[src/pkg/sps_pkg.sv]
package sps_pkg;
  localparam int unsigned CLK_HZ          = 200_000_000;
  localparam int unsigned STATE_W         = 4;
  localparam int unsigned POS_W           = 3;
  // position index: even = full-step state, odd = half-step state
  localparam logic [2:0]  POS_RESET       = 3'h0;
  localparam logic [3:0]  CODE_RESET      = 4'h0a;
  // bit positions in the phase code, A1 at msb
  localparam int unsigned BIT_A1          = 3;
  localparam int unsigned BIT_A2          = 2;
  localparam int unsigned BIT_B1          = 1;
  localparam int unsigned BIT_B2          = 0;
  // one-shot on time, default in microseconds
  localparam int unsigned ONESHOT_US      = 325;
  localparam int unsigned ONESHOT_CYC     = ONESHOT_US * (CLK_HZ / 1_000_000);
  localparam int unsigned ONESHOT_W       = 20;
endpackage

[src/design/sps_top.sv]
`timescale 1ns/1ps
// Summary of operation
// - state moves only on step falling edge
// - direction picks forward or backward move
// - low select half steps, high full
// - disable floats phases and position flags
// - state advances while disabled, shows later
// - boost drives only while one-shot runs
// - up/down counter decoded to outputs
// - four bits A1 A2 B1 B2, 0 on
// - reset enters state 1010
// - reset state drives both flags low
// - 0110 forward full goes 0101, boost B
// - full mode jumps to next full state
// - no boost entering half-step states
// - eight states, four half, four full
// - boost fires when phase newly on
// - two open-collector half-step position flags
// - one shared on time for both one-shots
module sps_top
  import sps_pkg::*;
#(
  parameter int unsigned ON_CYCLES = sps_pkg::ONESHOT_CYC
)
(
  input  wire logic i_clk,
  input  wire logic i_rst,
  input  wire logic i_step,
  input  wire logic i_direction,
  input  wire logic i_half_step_select,
  input  wire logic i_output_disable,
  output logic      o_phase_a_first,
  output logic      o_phase_a_first_oe,
  output logic      o_phase_a_second,
  output logic      o_phase_a_second_oe,
  output logic      o_phase_b_first,
  output logic      o_phase_b_first_oe,
  output logic      o_phase_b_second,
  output logic      o_phase_b_second_oe,
  output logic      o_flag_a,
  output logic      o_flag_a_oe,
  output logic      o_flag_b,
  output logic      o_flag_b_oe,
  output logic      o_boost_a,
  output logic      o_boost_a_oe,
  output logic      o_boost_b,
  output logic      o_boost_b_oe
);
  import sps_pkg::*;

  localparam logic [ONESHOT_W-1:0] ON_CNT = ON_CYCLES[ONESHOT_W-1:0];

  logic              step_d_r;
  logic              step_d_nxt;
  logic [POS_W-1:0]  pos_r;
  logic [POS_W-1:0]  pos_nxt;
  logic              fall;
  logic [3:0]        code_now;
  logic [3:0]        code_new;
  logic              trig_a;
  logic              trig_b;
  logic              act_a;
  logic              act_b;
  logic [3:0]        code_r;
  logic [3:0]        code_nxt;
  logic [1:0]        flag_r;
  logic [1:0]        flag_nxt;
  logic              dis_r;

  // eight positions: full 1010,0110,0101,1001; halves between
  function automatic logic [3:0] decode(input logic [POS_W-1:0] p);
    logic [3:0] c;
    c = CODE_RESET;
    case (p)
      3'h0: c = 4'h000a;
      3'h1: c = 4'h000e;
      3'h2: c = 4'h0006;
      3'h3: c = 4'h0007;
      3'h4: c = 4'h0005;
      3'h5: c = 4'h000d;
      3'h6: c = 4'h0009;
      3'h7: c = 4'h000b;
      default: c = CODE_RESET;
    endcase
    return c;
  endfunction

  assign fall     = step_d_r & ~i_step;
  assign code_now = decode(pos_r);
  assign code_new = decode(pos_nxt);

  always_comb
  begin
    step_d_nxt = i_step;
    pos_nxt    = pos_r;
    if (fall)
    begin
      if (i_half_step_select)
      begin
        if (i_direction)
        begin
          pos_nxt = pos_r[0] ? pos_r + 3'h1 : pos_r + 3'h2;
        end
        else
        begin
          pos_nxt = pos_r[0] ? pos_r - 3'h1 : pos_r - 3'h2;
        end
      end
      else if (i_direction)
      begin
        pos_nxt = pos_r + 3'h1;
      end
      else
      begin
        pos_nxt = pos_r - 3'h1;
      end
    end
  end

  // boost on winding newly on entering full state
  always_comb
  begin
    trig_a = 1'b0;
    trig_b = 1'b0;
    if (fall && !pos_nxt[0])
    begin
      trig_a = (code_now[BIT_A1] & ~code_new[BIT_A1])
             | (code_now[BIT_A2] & ~code_new[BIT_A2]);
      trig_b = (code_now[BIT_B1] & ~code_new[BIT_B1])
             | (code_now[BIT_B2] & ~code_new[BIT_B2]);
    end
  end

  // registered outputs; flags low in full states
  always_comb
  begin
    code_nxt = code_new;
    flag_nxt = 2'h0;
    if (pos_nxt[0])
    begin
      flag_nxt = {pos_nxt[2], pos_nxt[1]};
      if (pos_nxt[2:1] == 2'h0)
      begin
        flag_nxt = 2'h3;
      end
    end
  end

  always_ff @(posedge i_clk)
  begin
    if (i_rst)
    begin
      step_d_r <= 1'b0;
      pos_r    <= POS_RESET;
      code_r   <= CODE_RESET;
      flag_r   <= 2'h0;
      dis_r    <= 1'b1;
    end
    else
    begin
      step_d_r <= step_d_nxt;
      pos_r    <= pos_nxt;
      code_r   <= code_nxt;
      flag_r   <= flag_nxt;
      dis_r    <= i_output_disable;
    end
  end

  // shared on time, each shot restarts only itself
  sps_oneshot #(.CNT_W(ONESHOT_W)) u_shot_a
  (
    .i_clk       (i_clk),
    .i_rst       (i_rst),
    .i_trig      (trig_a),
    .i_on_cycles (ON_CNT),
    .o_active    (act_a)
  );

  sps_oneshot #(.CNT_W(ONESHOT_W)) u_shot_b
  (
    .i_clk       (i_clk),
    .i_rst       (i_rst),
    .i_trig      (trig_b),
    .i_on_cycles (ON_CNT),
    .o_active    (act_b)
  );

  // open drain: pull low when bit is 0 and enabled; boosts drive high while their one-shot runs
  assign o_phase_a_first     = 1'b0;
  assign o_phase_a_second    = 1'b0;
  assign o_phase_b_first     = 1'b0;
  assign o_phase_b_second    = 1'b0;
  assign o_phase_a_first_oe  = ~dis_r & ~code_r[BIT_A1];
  assign o_phase_a_second_oe = ~dis_r & ~code_r[BIT_A2];
  assign o_phase_b_first_oe  = ~dis_r & ~code_r[BIT_B1];
  assign o_phase_b_second_oe = ~dis_r & ~code_r[BIT_B2];
  assign o_flag_a            = 1'b0;
  assign o_flag_b            = 1'b0;
  assign o_flag_a_oe         = ~dis_r & ~flag_r[1];
  assign o_flag_b_oe         = ~dis_r & ~flag_r[0];
  assign o_boost_a           = 1'b1;
  assign o_boost_b           = 1'b1;
  assign o_boost_a_oe        = act_a;
  assign o_boost_b_oe        = act_b;
endmodule

[src/design/sps_oneshot.sv]
`timescale 1ns/1ps
module sps_oneshot
  import sps_pkg::*;
#(
  parameter int unsigned CNT_W = sps_pkg::ONESHOT_W
)
(
  input  wire logic             i_clk,
  input  wire logic             i_rst,
  input  wire logic             i_trig,
  input  wire logic [CNT_W-1:0] i_on_cycles,
  output logic                  o_active
);
  import sps_pkg::*;

  logic [CNT_W-1:0] cnt_r;
  logic [CNT_W-1:0] cnt_nxt;

  always_comb
  begin
    cnt_nxt = cnt_r;
    if (i_trig)
    begin
      cnt_nxt = i_on_cycles;
    end
    else if (cnt_r != '0)
    begin
      cnt_nxt = cnt_r - 1'b1;
    end
  end

  always_ff @(posedge i_clk)
  begin
    if (i_rst)
    begin
      cnt_r <= '0;
    end
    else
    begin
      cnt_r <= cnt_nxt;
    end
  end

  assign o_active = (cnt_r != '0);
endmodule

[config.mk]
export PLATFORM = sky130hd
export DESIGN_NAME = sps_top
export DESIGN_NICKNAME = d
export VERILOG_FILES = /design/src/pkg/sps_pkg.sv /design/src/design/sps_top.sv /design/src/design/sps_oneshot.sv
export SDC_FILE = /design/constraint.sdc
export NUM_CORES = 1
export LEC_CHECK = 0
export BUFFER_PORTS_ARGS = -buffer_cell sky130_fd_sc_hd__buf_2
export CAP_MARGIN = 10
export CORE_MARGIN = 2
export CORE_UTILIZATION = 55
export CTS_BUF_LIST = sky130_fd_sc_hd__clkbuf_4
export DETAILED_ROUTE_END_ITERATION = 16
export GPL_TIMING_DRIVEN = 0
export PLACE_DENSITY = 0.76
export SETUP_SLACK_MARGIN = 0.15
export SLEW_MARGIN = 25
export SYNTH_ARGS = -nofsm -noshare
export SYNTH_HDL_FRONTEND = slang
export SYNTH_SLANG_ARGS = --single-unit
[constraint.sdc]
create_clock -name i_clk -period 6.1 [get_ports i_clk]
set_input_delay 0.305 -clock i_clk [delete_from_list [all_inputs] [get_ports i_clk]]
set_output_delay 0.305 -clock i_clk [all_outputs]
set_load 0.01 [all_outputs]
After elaboration in Yosys (flattened, before gate mapping)
Memory sizes are Yosys's and may differ from the RTL's. A register that Yosys moved wholly into a read port is not among the register bits. Index checks and enable logic that the tools add are counted.

Output and inout bits: 16. Logic and storage cells: 67. Bits in read-only memories: 64. Register bits: 51. Memories kept: 2.

Memories: (no name shown) (words 8, bits a word 4, read ports 1, clocked after Yosys merged registers in 0, write ports 0, RTL line sps_top.sv:74) `case (p)`; (no name shown) (words 8, bits a word 4, read ports 1, clocked after Yosys merged registers in 1, write ports 0, RTL line sps_top.sv:74).

Multiplexer cells: 14. $add $sub $neg: 6. Reduce and logical (&&, ||, !) cells: 10. Bitwise operators: 26.

Operators by type and width (count): $mux W16 (4); $reduce_bool A20 Y1 (2); $sub A20 B1 Y20 const B (2); $mux W3 (7); $not A1 Y1 (13); $and A1 B1 Y1 (11); $reduce_or A2 Y1 (3); $reduce_bool A2 Y1 (2); $add A3 B1 Y3 const B (1); $add A3 B2 Y3 const B (1); $sub A3 B1 Y3 const B (1); $sub A3 B2 Y3 const B (1); $logic_not A2 Y1 (1); $mux W1 (2); $mux W2 (1); $or A1 B1 Y1 (2); $logic_and A1 B1 Y1 (1); $logic_not A1 Y1 (1).

Logic depth before layout (Yosys ltp)
Gate-level depths: netlist of run 1. An unclocked memory read counts as a cell.

Depth after elaboration: 11. Depth in mapped cells: 10. Mapped depth without buffers: 9.

By module
A second synthesis of run 1 with hierarchy kept.

Cell total of the unflattened synthesis: 357. Area total of the unflattened synthesis: 2962.8 sq um.

Modules (own cells, without submodules): sps_oneshot (area an instance 1124.8 sq um, cells an instance 137, times used 2, seq. area each 400.4 sq um); sps_top (area an instance 713.2 sq um, cells an instance 83, times used 1, seq. area each 300.3 sq um).

Worst setup path before layout of run 1
Ideal clock, no wire load.

Path type: reg-to-reg. Start point: register pos_r[0]. End point: register u_shot_a.cnt_r[1]. Cell stages (with the launch flop): 11. Setup slack: 3793 ps. Period minus slack after synthesis: 2307 ps. Data required time: 6000 ps. Arrival time: 2208 ps. Cells stage by stage: dfxtp_1 -> inv_1 -> ha_1 -> nor3b_1 -> a2111oi_0 -> a21oi_1 -> o21a_1 -> o21a_1 -> o21a_1 -> buf_6 -> a2111oi_4.

Word-level cells in the longest chain between the ends: 11.

RTL lines: start: declaration (RTL line sps_top.sv:55) `logic [POS_W-1:0] pos_r;`; start signal: assignment (RTL line sps_top.sv:162) `pos_r <= pos_nxt;`; $sub A3 B2 Y3, or another cell as far along (RTL line sps_top.sv:106) `pos_nxt = pos_r[0] ? pos_r - 3'h1 : pos_r - 3'h2;`; $mux W3 (on tied branches) (RTL line sps_top.sv:106, sps_top.sv:102); $mux W3 (RTL line sps_top.sv:100) `if (i_direction)`; $mux W3 (RTL line sps_top.sv:98) `if (i_half_step_select)`; $mux W3 * (RTL line sps_top.sv:96) `if (fall)`; $mem_v2 Z8 W4; $not A1 Y1 (on tied branches) (RTL line sps_top.sv:127, sps_top.sv:128); $and A1 B1 Y1 (on tied branches) (RTL line sps_top.sv:127, sps_top.sv:128); $or A1 B1 Y1 (RTL line sps_top.sv:128) `| (code_now[BIT_A2] & ~code_new[BIT_A2]);`; $mux W1 * (RTL line sps_top.sv:125) `if (fall && !pos_nxt[0])`; $reduce_or A2 Y1 (no source line) *; end signal: assignment (RTL line sps_oneshot.sv:40) `cnt_r <= cnt_nxt;`; end: declaration (RTL line sps_oneshot.sv:16) `logic [CNT_W-1:0] cnt_r;`.

Mark *: on every way between the ends. The rest lies on a longest branch, timed or not. A chain may end at the register's enable or synchronous reset.

Worst setup path in the final report of run 1
Start point: register u_shot_b.cnt_r[5]. End point: output o_boost_b_oe.

Word-level cells in the longest chain between the ends: 1.

RTL lines: start: declaration (RTL line sps_oneshot.sv:16); start signal: assignment (RTL line sps_oneshot.sv:40); $reduce_bool A20 Y1 (RTL line sps_oneshot.sv:44) `assign o_active = (cnt_r != '0);`; end: declaration (RTL line sps_top.sv:47) `output logic o_boost_b_oe`.

No other way between the ends.

==> run summary, run 1 <==
Met2 wire len: 2180 um
Cell row count: 25
Post-CTS sizing: 0
Max stage delay on crit path: 0.64 ns
Vias in the first global route: 1,832
Worst Setup End Kind: output port
Cell family contributing the most delay on the critical path: simple AND/OR/NAND/NOR gates
R2r setup slk: 3.44 ns
CTS max path bufs: 2
Routability congestion estimate: 0.823
Critical Path Start Type: flip-flop
DRC violations left: 0
Worst Clk Skew: 0.0100 ns
Register area: 0.00110 mm2
Core area: 0.00466 mm2
Root buf cell: clkbuf_4
WL/cell: 12.3 um
Largest net degree at the start of global routing: 16
Largest cells by area after synthesis: dfxtp_1, xnor2_1, a21oi_1
CP Data Required Time: 5.79 ns
Number of antenna violations at the first check in global routing: 0
Clk_lat worst skew: 0.37 ns
RSZ-0062 raised after global routing: false
Via-to-Cell Ratio: 5.38
WS Path Type: flip-flop to output port
Worst path slowest cell: nor4_1
Clock Sink Count: 55
Multi-input gate area: 0.00141 mm2
Placed cells: 369
Cell taking the most area after synthesis: dfxtp_1
Post-route cell area: 0.00283 mm2
Tmin final: 2.78 ns
Syn Area/Cell: 8.88 um2
Placed cell areas: 0.00278 mm2
Setup TNS: 0 ns
TritonCTS clock tree: yes
RR Startpoint: pos_r[0]$_SDFF_PP0_
Final cell count without fillers: 376
CTS H-tree lvls: 2
# hold bufs at CTS: 0
F_max: 0.360 GHz
Worst path depth: 7
GRT Overall Usage: 18.2%
IO Count: 22
Initial Util: 56.4%
Met3 wire length: 129 um
Die W: 73.1 um
Capture point of the critical path: o_boost_b_oe
Slew Limit Fails: 0
Synth cell types: 52
Worst Hold Depth: 2
Worst-path cell chain: nor4_1, nand2_1, nor2_1, and3_1, clkbuf_1, inv_1, buf_2
Worst min path class: primary input to flip-flop
Setup bufs post-CTS: 0
Nets: 336
Layout cell share with drive strength beyond 1: 13.7%
DR top layer: met4
DIE AREA: 0.00535 mm2
Number of synthesized flops with an enable pin: 0
WL final: 4610 um
First-pass GRT wire length: 7730 um
Reg2Reg Depth: 10
Die H: 73.1 um
Max FO, Critical Path: 7
Fin Hold WS: 0.111 ns
Drt pass-1 iters: 4
Final Hold Viols: 0
Area growth from synthesis to layout: 7.66%
Status: finished clean
Post-synth ARST share: 0%
Worst endpoint data arrival time: 2.48 ns
WP buf/inv: 3
Yosys reg bits: 55
Power density cells: 539 mW/mm2
Crit path from: u_shot_b.cnt_r[5]$_SDFFE_PP0P_
Static Leak: 1.17 nW
Synth Instances: 296
Slew HR: 53.3%
Routed metal-1 wire length: 2230 um
Layout fillers: 416
Top cell type's share of synthesized area: 41.9%
# diodes: 0
# port buffers: 13
Final Cycle Share: 45.6%
Least-Margin Pin Slew: 0.693 ns
First DRT Iteration DRCs: 72
Setup violations, final: 0
CTS buffer count: 5
Max cap viols: 0
YS warnings: 0
Reg clk slew, reported paths: 0.15 ns
Sequential share of the synthesized area: 41.9%
Grt total ovfl: 0
Vias: 2,023
Post-DP HPWL: 3370 um
Max IR drop VDD: 0.308 mV
Synthesized cell area: 0.00263 mm2
Top_reg_cell synth: dfxtp_1
Reg-to-Reg End: u_shot_a.cnt_r[10]$_SDFFE_PP0P_
Post-DRT Antenna Nets: 0
synthesized netlist by cell type (2+ instances only):
cell type and n:
xor2_1 6, or3_1 2, nand2_1 13, nor4_1 11, o21ai_0 6, nand2b_1 4, nor3b_1 2, ha_1 8
nor2b_1 2, clkbuf_1 6, xnor2_1 24, nand3_1 6, inv_1 10, nor2_1 34, o21bai_1 2, buf_4 8
conb_1 2, a21o_1 2, nand2_2 2, o21a_1 4, nor3_2 3, and3_1 2, or4_1 2, dfxtp_1 55
nor3_1 22, a21oi_1 27, buf_2 2, a31oi_1 3, and2_1 2, or2_2 2
state kept, by name, summed over array words and instances, names as in the netlist:
signal and count:
u_shot_a.cnt_r 20, pos_r 3, code_r 4, u_shot_b.cnt_r 20
dis_r 1, step_d_r 1, flag_r 2, code_now 4
power breakdown:
group | leakage, nW | switching [mW] | total [mW] | internal [mW]
logic | 0.693 | 0.417 | 0.779 | 0.362
clock network | 0.0285 | 0.107 | 0.148 | 0.0412
registers | 0.451 | 0.113 | 0.597 | 0.484
stage by stage:
stage                     power [mW]  worst slack [ns]  util (%)
after floorplan                 1.24              3.79         -
after global placement          1.36              3.55      59.7
after detailed placement        1.38              3.51      59.7
after CTS                       1.53              3.33      60.7
after global routing            1.66              3.01      60.7
final                           1.52              3.32      60.7
cell usage in the layout (no fill, tap or decap), drive strengths merged, types with 2 or more instances in the layout:
cell type,instances
xnor2,24
nand2b,4
mux2,3
or4,3
nand2,15
nand3,6
dfxtp,55
xor2,6
a21o,2
nor4,12
inv,10
nor2b,2
o21bai,2
nor3,25
and3,2
o21ai,6
o21a,4
conb,8
a21oi,27
mux2i,2
clkinv,2
a2111oi,2
a31oi,3
buf,25
ha,8
or3,3
or2,2
clkbuf,11
nor2,34
nor3b,2
and2,2
routing by layer:
| metal | vias up | global-route usage, % |
|---|---|---|
| met1 | 929 | 23.8 |
| met4 | 0 | 7.41 |
| li1 | 1064 | - |
| met3 | 8 | 3.31 |
| met5 | - | 0 |
| met2 | 22 | 29.4 |
final cells by class:
class                   instances  share of cell area [%]
repair buffers                 13                    2.30
inverters                      10                    1.33
multi-input cells             219                    49.6
clock inverters                 2                   0.309
flip-flops and latches         55                    38.9
clock buffers                   5                    1.33
plain buffers                  18                    3.80
well taps                      54                    2.39
worst min path at each step:
| stage | from | endpoint |
|---|---|---|
| floorplan | i_rst | pos_r[1]$_SDFF_PP0_ |
| detailed placement | u_shot_b.cnt_r[4]$_SDFFE_PP0P_ | u_shot_b.cnt_r[4]$_SDFFE_PP0P_ |
| global placement | u_shot_b.cnt_r[4]$_SDFFE_PP0P_ | u_shot_b.cnt_r[4]$_SDFFE_PP0P_ |
| CTS | i_output_disable | dis_r$_SDFF_PP1_ |
| finish | i_output_disable | dis_r$_SDFF_PP1_ |
| global route | i_output_disable | dis_r$_SDFF_PP1_ |
kinds of logic (layout without fill, tap and decap cells):
kind of cell | count (synthesis) | after routing | share of synthesized area [%]
mux | 5 | 5 | 2.33
compound gates | 50 | 50 | 11.9
flops | 55 | 55 | 41.9
simple gates | 118 | 118 | 24.3
buf+inv | 28 | 48 | 5.52
fa+ha+maj | 8 | 8 | 3.81
other cells | 2 | 8 | 0.286
xor+xnor | 30 | 30 | 10.0
(Power assumes the default switching activity.)
==> run 2, diff against run 1 <==
==> constraint.sdc (replaced) <==
create_clock -name i_clk -period 2.85 [get_ports i_clk]
set_input_delay 0.1425 -clock i_clk [delete_from_list [all_inputs] [get_ports i_clk]]
set_output_delay 0.1425 -clock i_clk [all_outputs]
set_load 0.01 [all_outputs]
==> run 2 against run 1 <==
- via count grew 1.5%
- non-clock buffer count grew 3
- first-iteration DRC count shrank 6.9%
- final area grew 1.7%
- sequential power grew 110%
- clock power grew 110%
- sequential share of layout area shrank 0.62 points
- count of clock-buffer cells in the layout is the same
- total power grew 120%
- setup slack lost 2.9 ns
- wire length grew 0.82%
- critical path type is now flip-flop to flip-flop
- largest cell class unchanged
- largest power group unchanged
- highest routed layer unchanged
==> run summary, run 2 (synthesis gave the netlist of run 1 again) <==
Status: finished clean
Number of antenna violations at the first check in global routing: 0
Combinational power share: 51.2%
Root buf cell: clkbuf_4
Most common cell after layout, fill and taps aside: dfxtp_1
Static Leak: 1.19 nW
Largest registers: u_shot_a.cnt_r x20, u_shot_b.cnt_r x20
Area growth from synthesis to layout: 9.52%
WL/cell: 12.3 um
Sequential Power Share: 39.1%
Final Hold Viols: 0
Layout fillers: 409
Final Cycle Share: 87.0%
CTS max path bufs: 2
CTS H-tree lvls: 2
CTS buffer count: 5
Reg clk slew, reported paths: 0.15 ns
Sw Pwr: 1.37 mW
# port buffers: 13
Worst Setup End Kind: flip-flop
P_int: 1.91 mW
Vias: 2,053
TritonCTS clock tree: yes
Fin Hold WS: 0.0161 ns
Initial Util: 56.4%
Max FO, Critical Path: 9
DRC violations left: 0
DIE AREA: 0.00535 mm2
Die W: 73.1 um
Slew Limit Fails: 0
Routability congestion estimate: 0.823
Most frequent cells in the layout: dfxtp_1, nor2_1, a21oi_1
Most used cell, CP: o21a_1
Clk_lat worst skew: 0.37 ns
Worst endpoint data arrival time: 2.77 ns
IO Count: 22
Min-delay src: i_rst
Setup TNS: 0 ns
Critical Path Start Type: flip-flop
Cell family contributing the most delay on the critical path: compound AO/OA/AOI/OAI gates
Via-to-Cell Ratio: 5.42
RR Startpoint: pos_r[1]$_SDFF_PP0_
Worst-path cell chain: inv_1, ha_1, mux2_4, mux2i_2, nor3_1, o21a_1, o21a_1, o21a_1, buf_6, a2111oi_4
Setup violations, final: 0
Worst min path class: primary input to flip-flop
Worst path slowest cell: dfxtp_1
WL final: 4650 um
F_max: 0.403 GHz
Worst Clk Skew: 0.0124 ns
Cell row count: 25
Clock Sink Count: 55
Tmin final: 2.48 ns
First DRT Iteration DRCs: 67
WP buf/inv: 2
Power density cells: 1140 mW/mm2
Max stage delay on crit path: 0.43 ns
First-pass GRT wire length: 7710 um
Placed cell areas: 0.00278 mm2
Nets: 339
Largest net degree at the start of global routing: 16
Slew HR: 62.6%
Post-DRT Antenna Nets: 0
Grt total ovfl: 0
Drt pass-1 iters: 4
Crit path from: pos_r[1]$_SDFF_PP0_
Clock share of power: 9.7%
Vias in the first global route: 1,827
Post-DP HPWL: 3370 um
Core area: 0.00466 mm2
Die H: 73.1 um
RSZ-0062 raised after global routing: false
Layout cell share with drive strength beyond 1: 15.4%
GRT Overall Usage: 18.1%
WS Path Type: flip-flop to flip-flop
Post-route cell area: 0.00288 mm2
Max IR drop VDD: 0.657 mV
Least-Margin Pin Slew: 0.555 ns
Max cap viols: 0
Switch share: 41.8%
# diodes: 0
CP Data Required Time: 3.14 ns
-- run 2: path summary, 6_finish.rpt --
kind	cells after the start	slack, ns	end
worst max register to register	10	0.37	u_shot_a.cnt_r[1]$_SDFFE_PP0P_
worst max-delay path	10	0.37	u_shot_a.cnt_r[1]$_SDFFE_PP0P_
worst min-delay path	2	0.02	pos_r[1]$_SDFF_PP0_
worst min register to register	2	0.47	u_shot_b.cnt_r[4]$_SDFFE_PP0P_
-- run 2: cell type report --
| type | count | area (um2) | area share [%] |
|---|---|---|---|
| clock inverter | 2 | 8.76 | 0.304 |
| timing repair buffer | 16 | 92.6 | 3.22 |
| sequential | 55 | 1100 | 38.3 |
| tap | 54 | 67.6 | 2.35 |
| multi-input combinational | 219 | 1420 | 49.4 |
| buffer | 18 | 111 | 3.87 |
| clock buffer | 5 | 37.5 | 1.30 |
| inverter | 10 | 37.5 | 1.30 |
-- run 2: timing repair --
item,4_1_cts,5_1_grt
hold endpoints to repair,2,0
setup endpoints to repair,0,26
hold buffers,2,0
resized for setup,0,9
buffers inserted,0,1
-- run 2: worst reg2reg max path, delay by kind of cell (launching register included) --
| family | cells | cell delay, ns |
|---|---|---|
| simple gates | 1 | 0.12 |
| mux | 2 | 0.49 |
| compound gates | 4 | 0.94 |
| fa+ha+maj | 1 | 0.18 |
| buf+inv | 2 | 0.24 |
| flops | 1 | 0.43 |
-- run 2: per-layer routing --
layer	up-vias	share of wire [%]	track usage, %
met5	-	0	0
met4	0	1.5	6.79
met3	8	2.8	3.31
met2	34	47	29.6
met1	943	49	23.7
li1	1068	-	-
-- run 2: stage by stage --
stage	total power, mW	worst slack (ns)	std cells	utilization [%]
6_report	3.28	0.371	379	61.8
5_1_grt	3.57	0.159	379	61.8
4_1_cts	3.28	0.223	378	61.2
3_5_place_dp	2.96	0.255	369	59.7
3_3_place_gp	2.91	0.302	369	59.7
2_1_floorplan	2.66	0.543	302	-
-- run 2: power by group through the flow --
stage	sequential [mW]	clock, mW	combinational, mW
after floorplan	1.24	0	1.42
after global placement	1.28	0	1.63
after CTS	1.28	0.328	1.68
final	1.28	0.317	1.68
after global routing	1.32	0.355	1.90
after detailed placement	1.30	0	1.66
==> run 3, diff against run 2 <==
--- a/config.mk
+++ b/config.mk
@@ -7,6 +7,7 @@
 export LEC_CHECK = 0
 export BUFFER_PORTS_ARGS = -buffer_cell sky130_fd_sc_hd__buf_2
 export CAP_MARGIN = 10
+export CORE_ASPECT_RATIO = 0.9
 export CORE_MARGIN = 2
 export CORE_UTILIZATION = 55
 export CTS_BUF_LIST = sky130_fd_sc_hd__clkbuf_4
==> run 3 against run 2 <==
- register-to-register slack got worse by 0.04 ns
- sequential cell count unchanged
- via count increased by 0.58%
- global-route usage increased by 0.21 points
- clock skew decreased by 0.0084 ns
- setup slack got worse by 0.041 ns
- sequential share of layout area decreased by 0.43 points
- wire length increased by 2.4%
- combinational power about the same
- utilization increased by 2.8 points
==> run summary, run 3 (synthesis gave the netlist of run 1 again) <==
Reg clk slew, reported paths: 0.14 ns
Most frequent cells in the layout: dfxtp_1, nor2_1, a21oi_1
Vias: 2,065
Final Cycle Share: 88.4%
Worst Clk Skew: 0.00405 ns
Setup violations, final: 0
WL/cell: 12.2 um
Min-delay src: i_rst
Nets: 341
F_max: 0.397 GHz
Post-DRT Antenna Nets: 0
GRT Overall Usage: 18.3%
Area growth from synthesis to layout: 10.9%
Via-to-Cell Ratio: 5.29
Setup TNS: 0 ns
Most common cell after layout, fill and taps aside: dfxtp_1
Post-route cell area: 0.00292 mm2
First-pass GRT wire length: 7920 um
Placed cell areas: 0.00279 mm2
Most used cell, CP: o21a_1
Max cap viols: 0
Slew HR: 62.0%
Least-Margin Pin Slew: 0.564 ns
Worst min path class: primary input to flip-flop
# port buffers: 13
CTS max path bufs: 2
WL final: 4760 um
R2r setup slk: 0.33 ns
CP Data Required Time: 3.13 ns
RR Startpoint: pos_r[0]$_SDFF_PP0_
Static Leak: 1.21 nW
Core area: 0.00452 mm2
Max FO, Critical Path: 9
Max stage delay on crit path: 0.40 ns
Cell family contributing the most delay on the critical path: compound AO/OA/AOI/OAI gates
Initial Util: 58.2%
CTS buffer count: 5
Post-DP HPWL: 3390 um
Tmin final: 2.52 ns
Vias in the first global route: 1,828
WS Path Type: flip-flop to flip-flop
Drt pass-1 iters: 4
Cell row count: 23
Root buf cell: clkbuf_4
Final cell count without fillers: 390
# diodes: 0
Placed cells: 377
Clock Sink Count: 55
Worst Setup End Kind: flip-flop
Worst endpoint data arrival time: 2.80 ns
Final Hold Viols: 0
Reg2Reg Depth: 11
Routability congestion estimate: 0.803
Worst Hold Depth: 2
Largest registers: u_shot_a.cnt_r x20, u_shot_b.cnt_r x20
WP buf/inv: 3
DIE AREA: 0.00535 mm2
Number of antenna violations at the first check in global routing: 0
Critical Path Start Type: flip-flop
Max IR drop VDD: 0.691 mV
Crit path from: pos_r[0]$_SDFF_PP0_
Layout cell share with drive strength beyond 1: 16.5%
Power density cells: 1130 mW/mm2
Worst path slowest cell: dfxtp_2
IO Count: 22
Largest net degree at the start of global routing: 16
Grt total ovfl: 0
Die W: 76.9 um
TritonCTS clock tree: yes
DRC violations left: 0
First DRT Iteration DRCs: 88
Hold EP: pos_r[1]$_SDFF_PP0_
RSZ-0062 raised after global routing: false
Status: finished clean
CTS H-tree lvls: 2
Clk_lat worst skew: 0.37 ns
Reg-to-Reg End: u_shot_a.cnt_r[1]$_SDFFE_PP0P_
Slew Limit Fails: 0
Worst-path cell chain: inv_1, ha_1, nor3b_1, a2111oi_2, a21oi_2, nor3_2, buf_4, o21a_1, o21a_1, buf_6, a2111oi_4
Die H: 69.6 um
## run 3: final cells by class
| cell class | count | area (um2) |
|---|---|---|
| well taps | 62 | 77.6 |
| clock inverters | 1 | 5.00 |
| inverters | 10 | 37.5 |
| fillers | 379 | 1600 |
| flip-flops and latches | 55 | 1100 |
| clock buffers | 7 | 52.6 |
| repair buffers | 18 | 108 |
| plain buffers | 18 | 110 |
| multi-input cells | 219 | 1420 |
## run 3: worst max-delay path by stage
stage                                            endpoint  slack [ns]  cells past startpoint
final                      u_shot_a.cnt_r[1]$_SDFFE_PP0P_        0.33                     11
after global routing       u_shot_a.cnt_r[1]$_SDFFE_PP0P_        0.19                     11
after CTS                 u_shot_a.cnt_r[10]$_SDFFE_PP0P_        0.16                     10
after detailed placement  u_shot_a.cnt_r[10]$_SDFFE_PP0P_        0.11                     10
after global placement    u_shot_a.cnt_r[10]$_SDFFE_PP0P_        0.28                     10
after floorplan            u_shot_a.cnt_r[1]$_SDFFE_PP0P_        0.54                     10
## run 3: stage by stage
stage                     hold WS (ns)  setup WS (ns)  total power [mW]  utilization (%)
after floorplan                  0.238          0.543              2.66                -
after global placement           0.329          0.279              2.90             61.8
after detailed placement         0.331          0.106              2.96             61.8
after CTS                      0.00543          0.160              3.32             64.0
after global routing            0.0141          0.195              3.59             64.5
final                          0.00556          0.329              3.31             64.5
## run 3: metal layers
metal	up-vias	global-route usage [%]	routed length, um
li1	1075	-	-
met1	958	23.9	2380
met2	24	29.6	2190
met3	8	4.04	124
met4	0	6.87	69
met5	-	0	0
## run 3: timing repair
| action | CTS | global route |
|---|---|---|
| pin swaps | 1 | 0 |
| endpoints found under the setup margin | 11 | 20 |
| gates cloned | 0 | 0 |
| buffers inserted | 2 | 1 |
| resized for setup | 2 | 6 |
| hold buffers | 2 | 0 |
| endpoints found under the hold margin | 2 | 0 |
## run 3: worst register-to-register path, cell delays in order, from the launching register on
cell and delay (ns):
dfxtp_2 0.40, inv_1 0.09, ha_1 0.33, nor3b_1 0.26, a2111oi_2 0.09, a21oi_2 0.22, nor3_2 0.09, buf_4 0.15
o21a_1 0.17, o21a_1 0.19, buf_6 0.14, a2111oi_4 0.30
## run 3: where the power goes
| part | switching, mW | total, mW | internal (mW) |
|---|---|---|---|
| registers | 0.241 | 1.28 | 1.04 |
| clock network | 0.224 | 0.340 | 0.116 |
| logic | 0.902 | 1.69 | 0.787 |
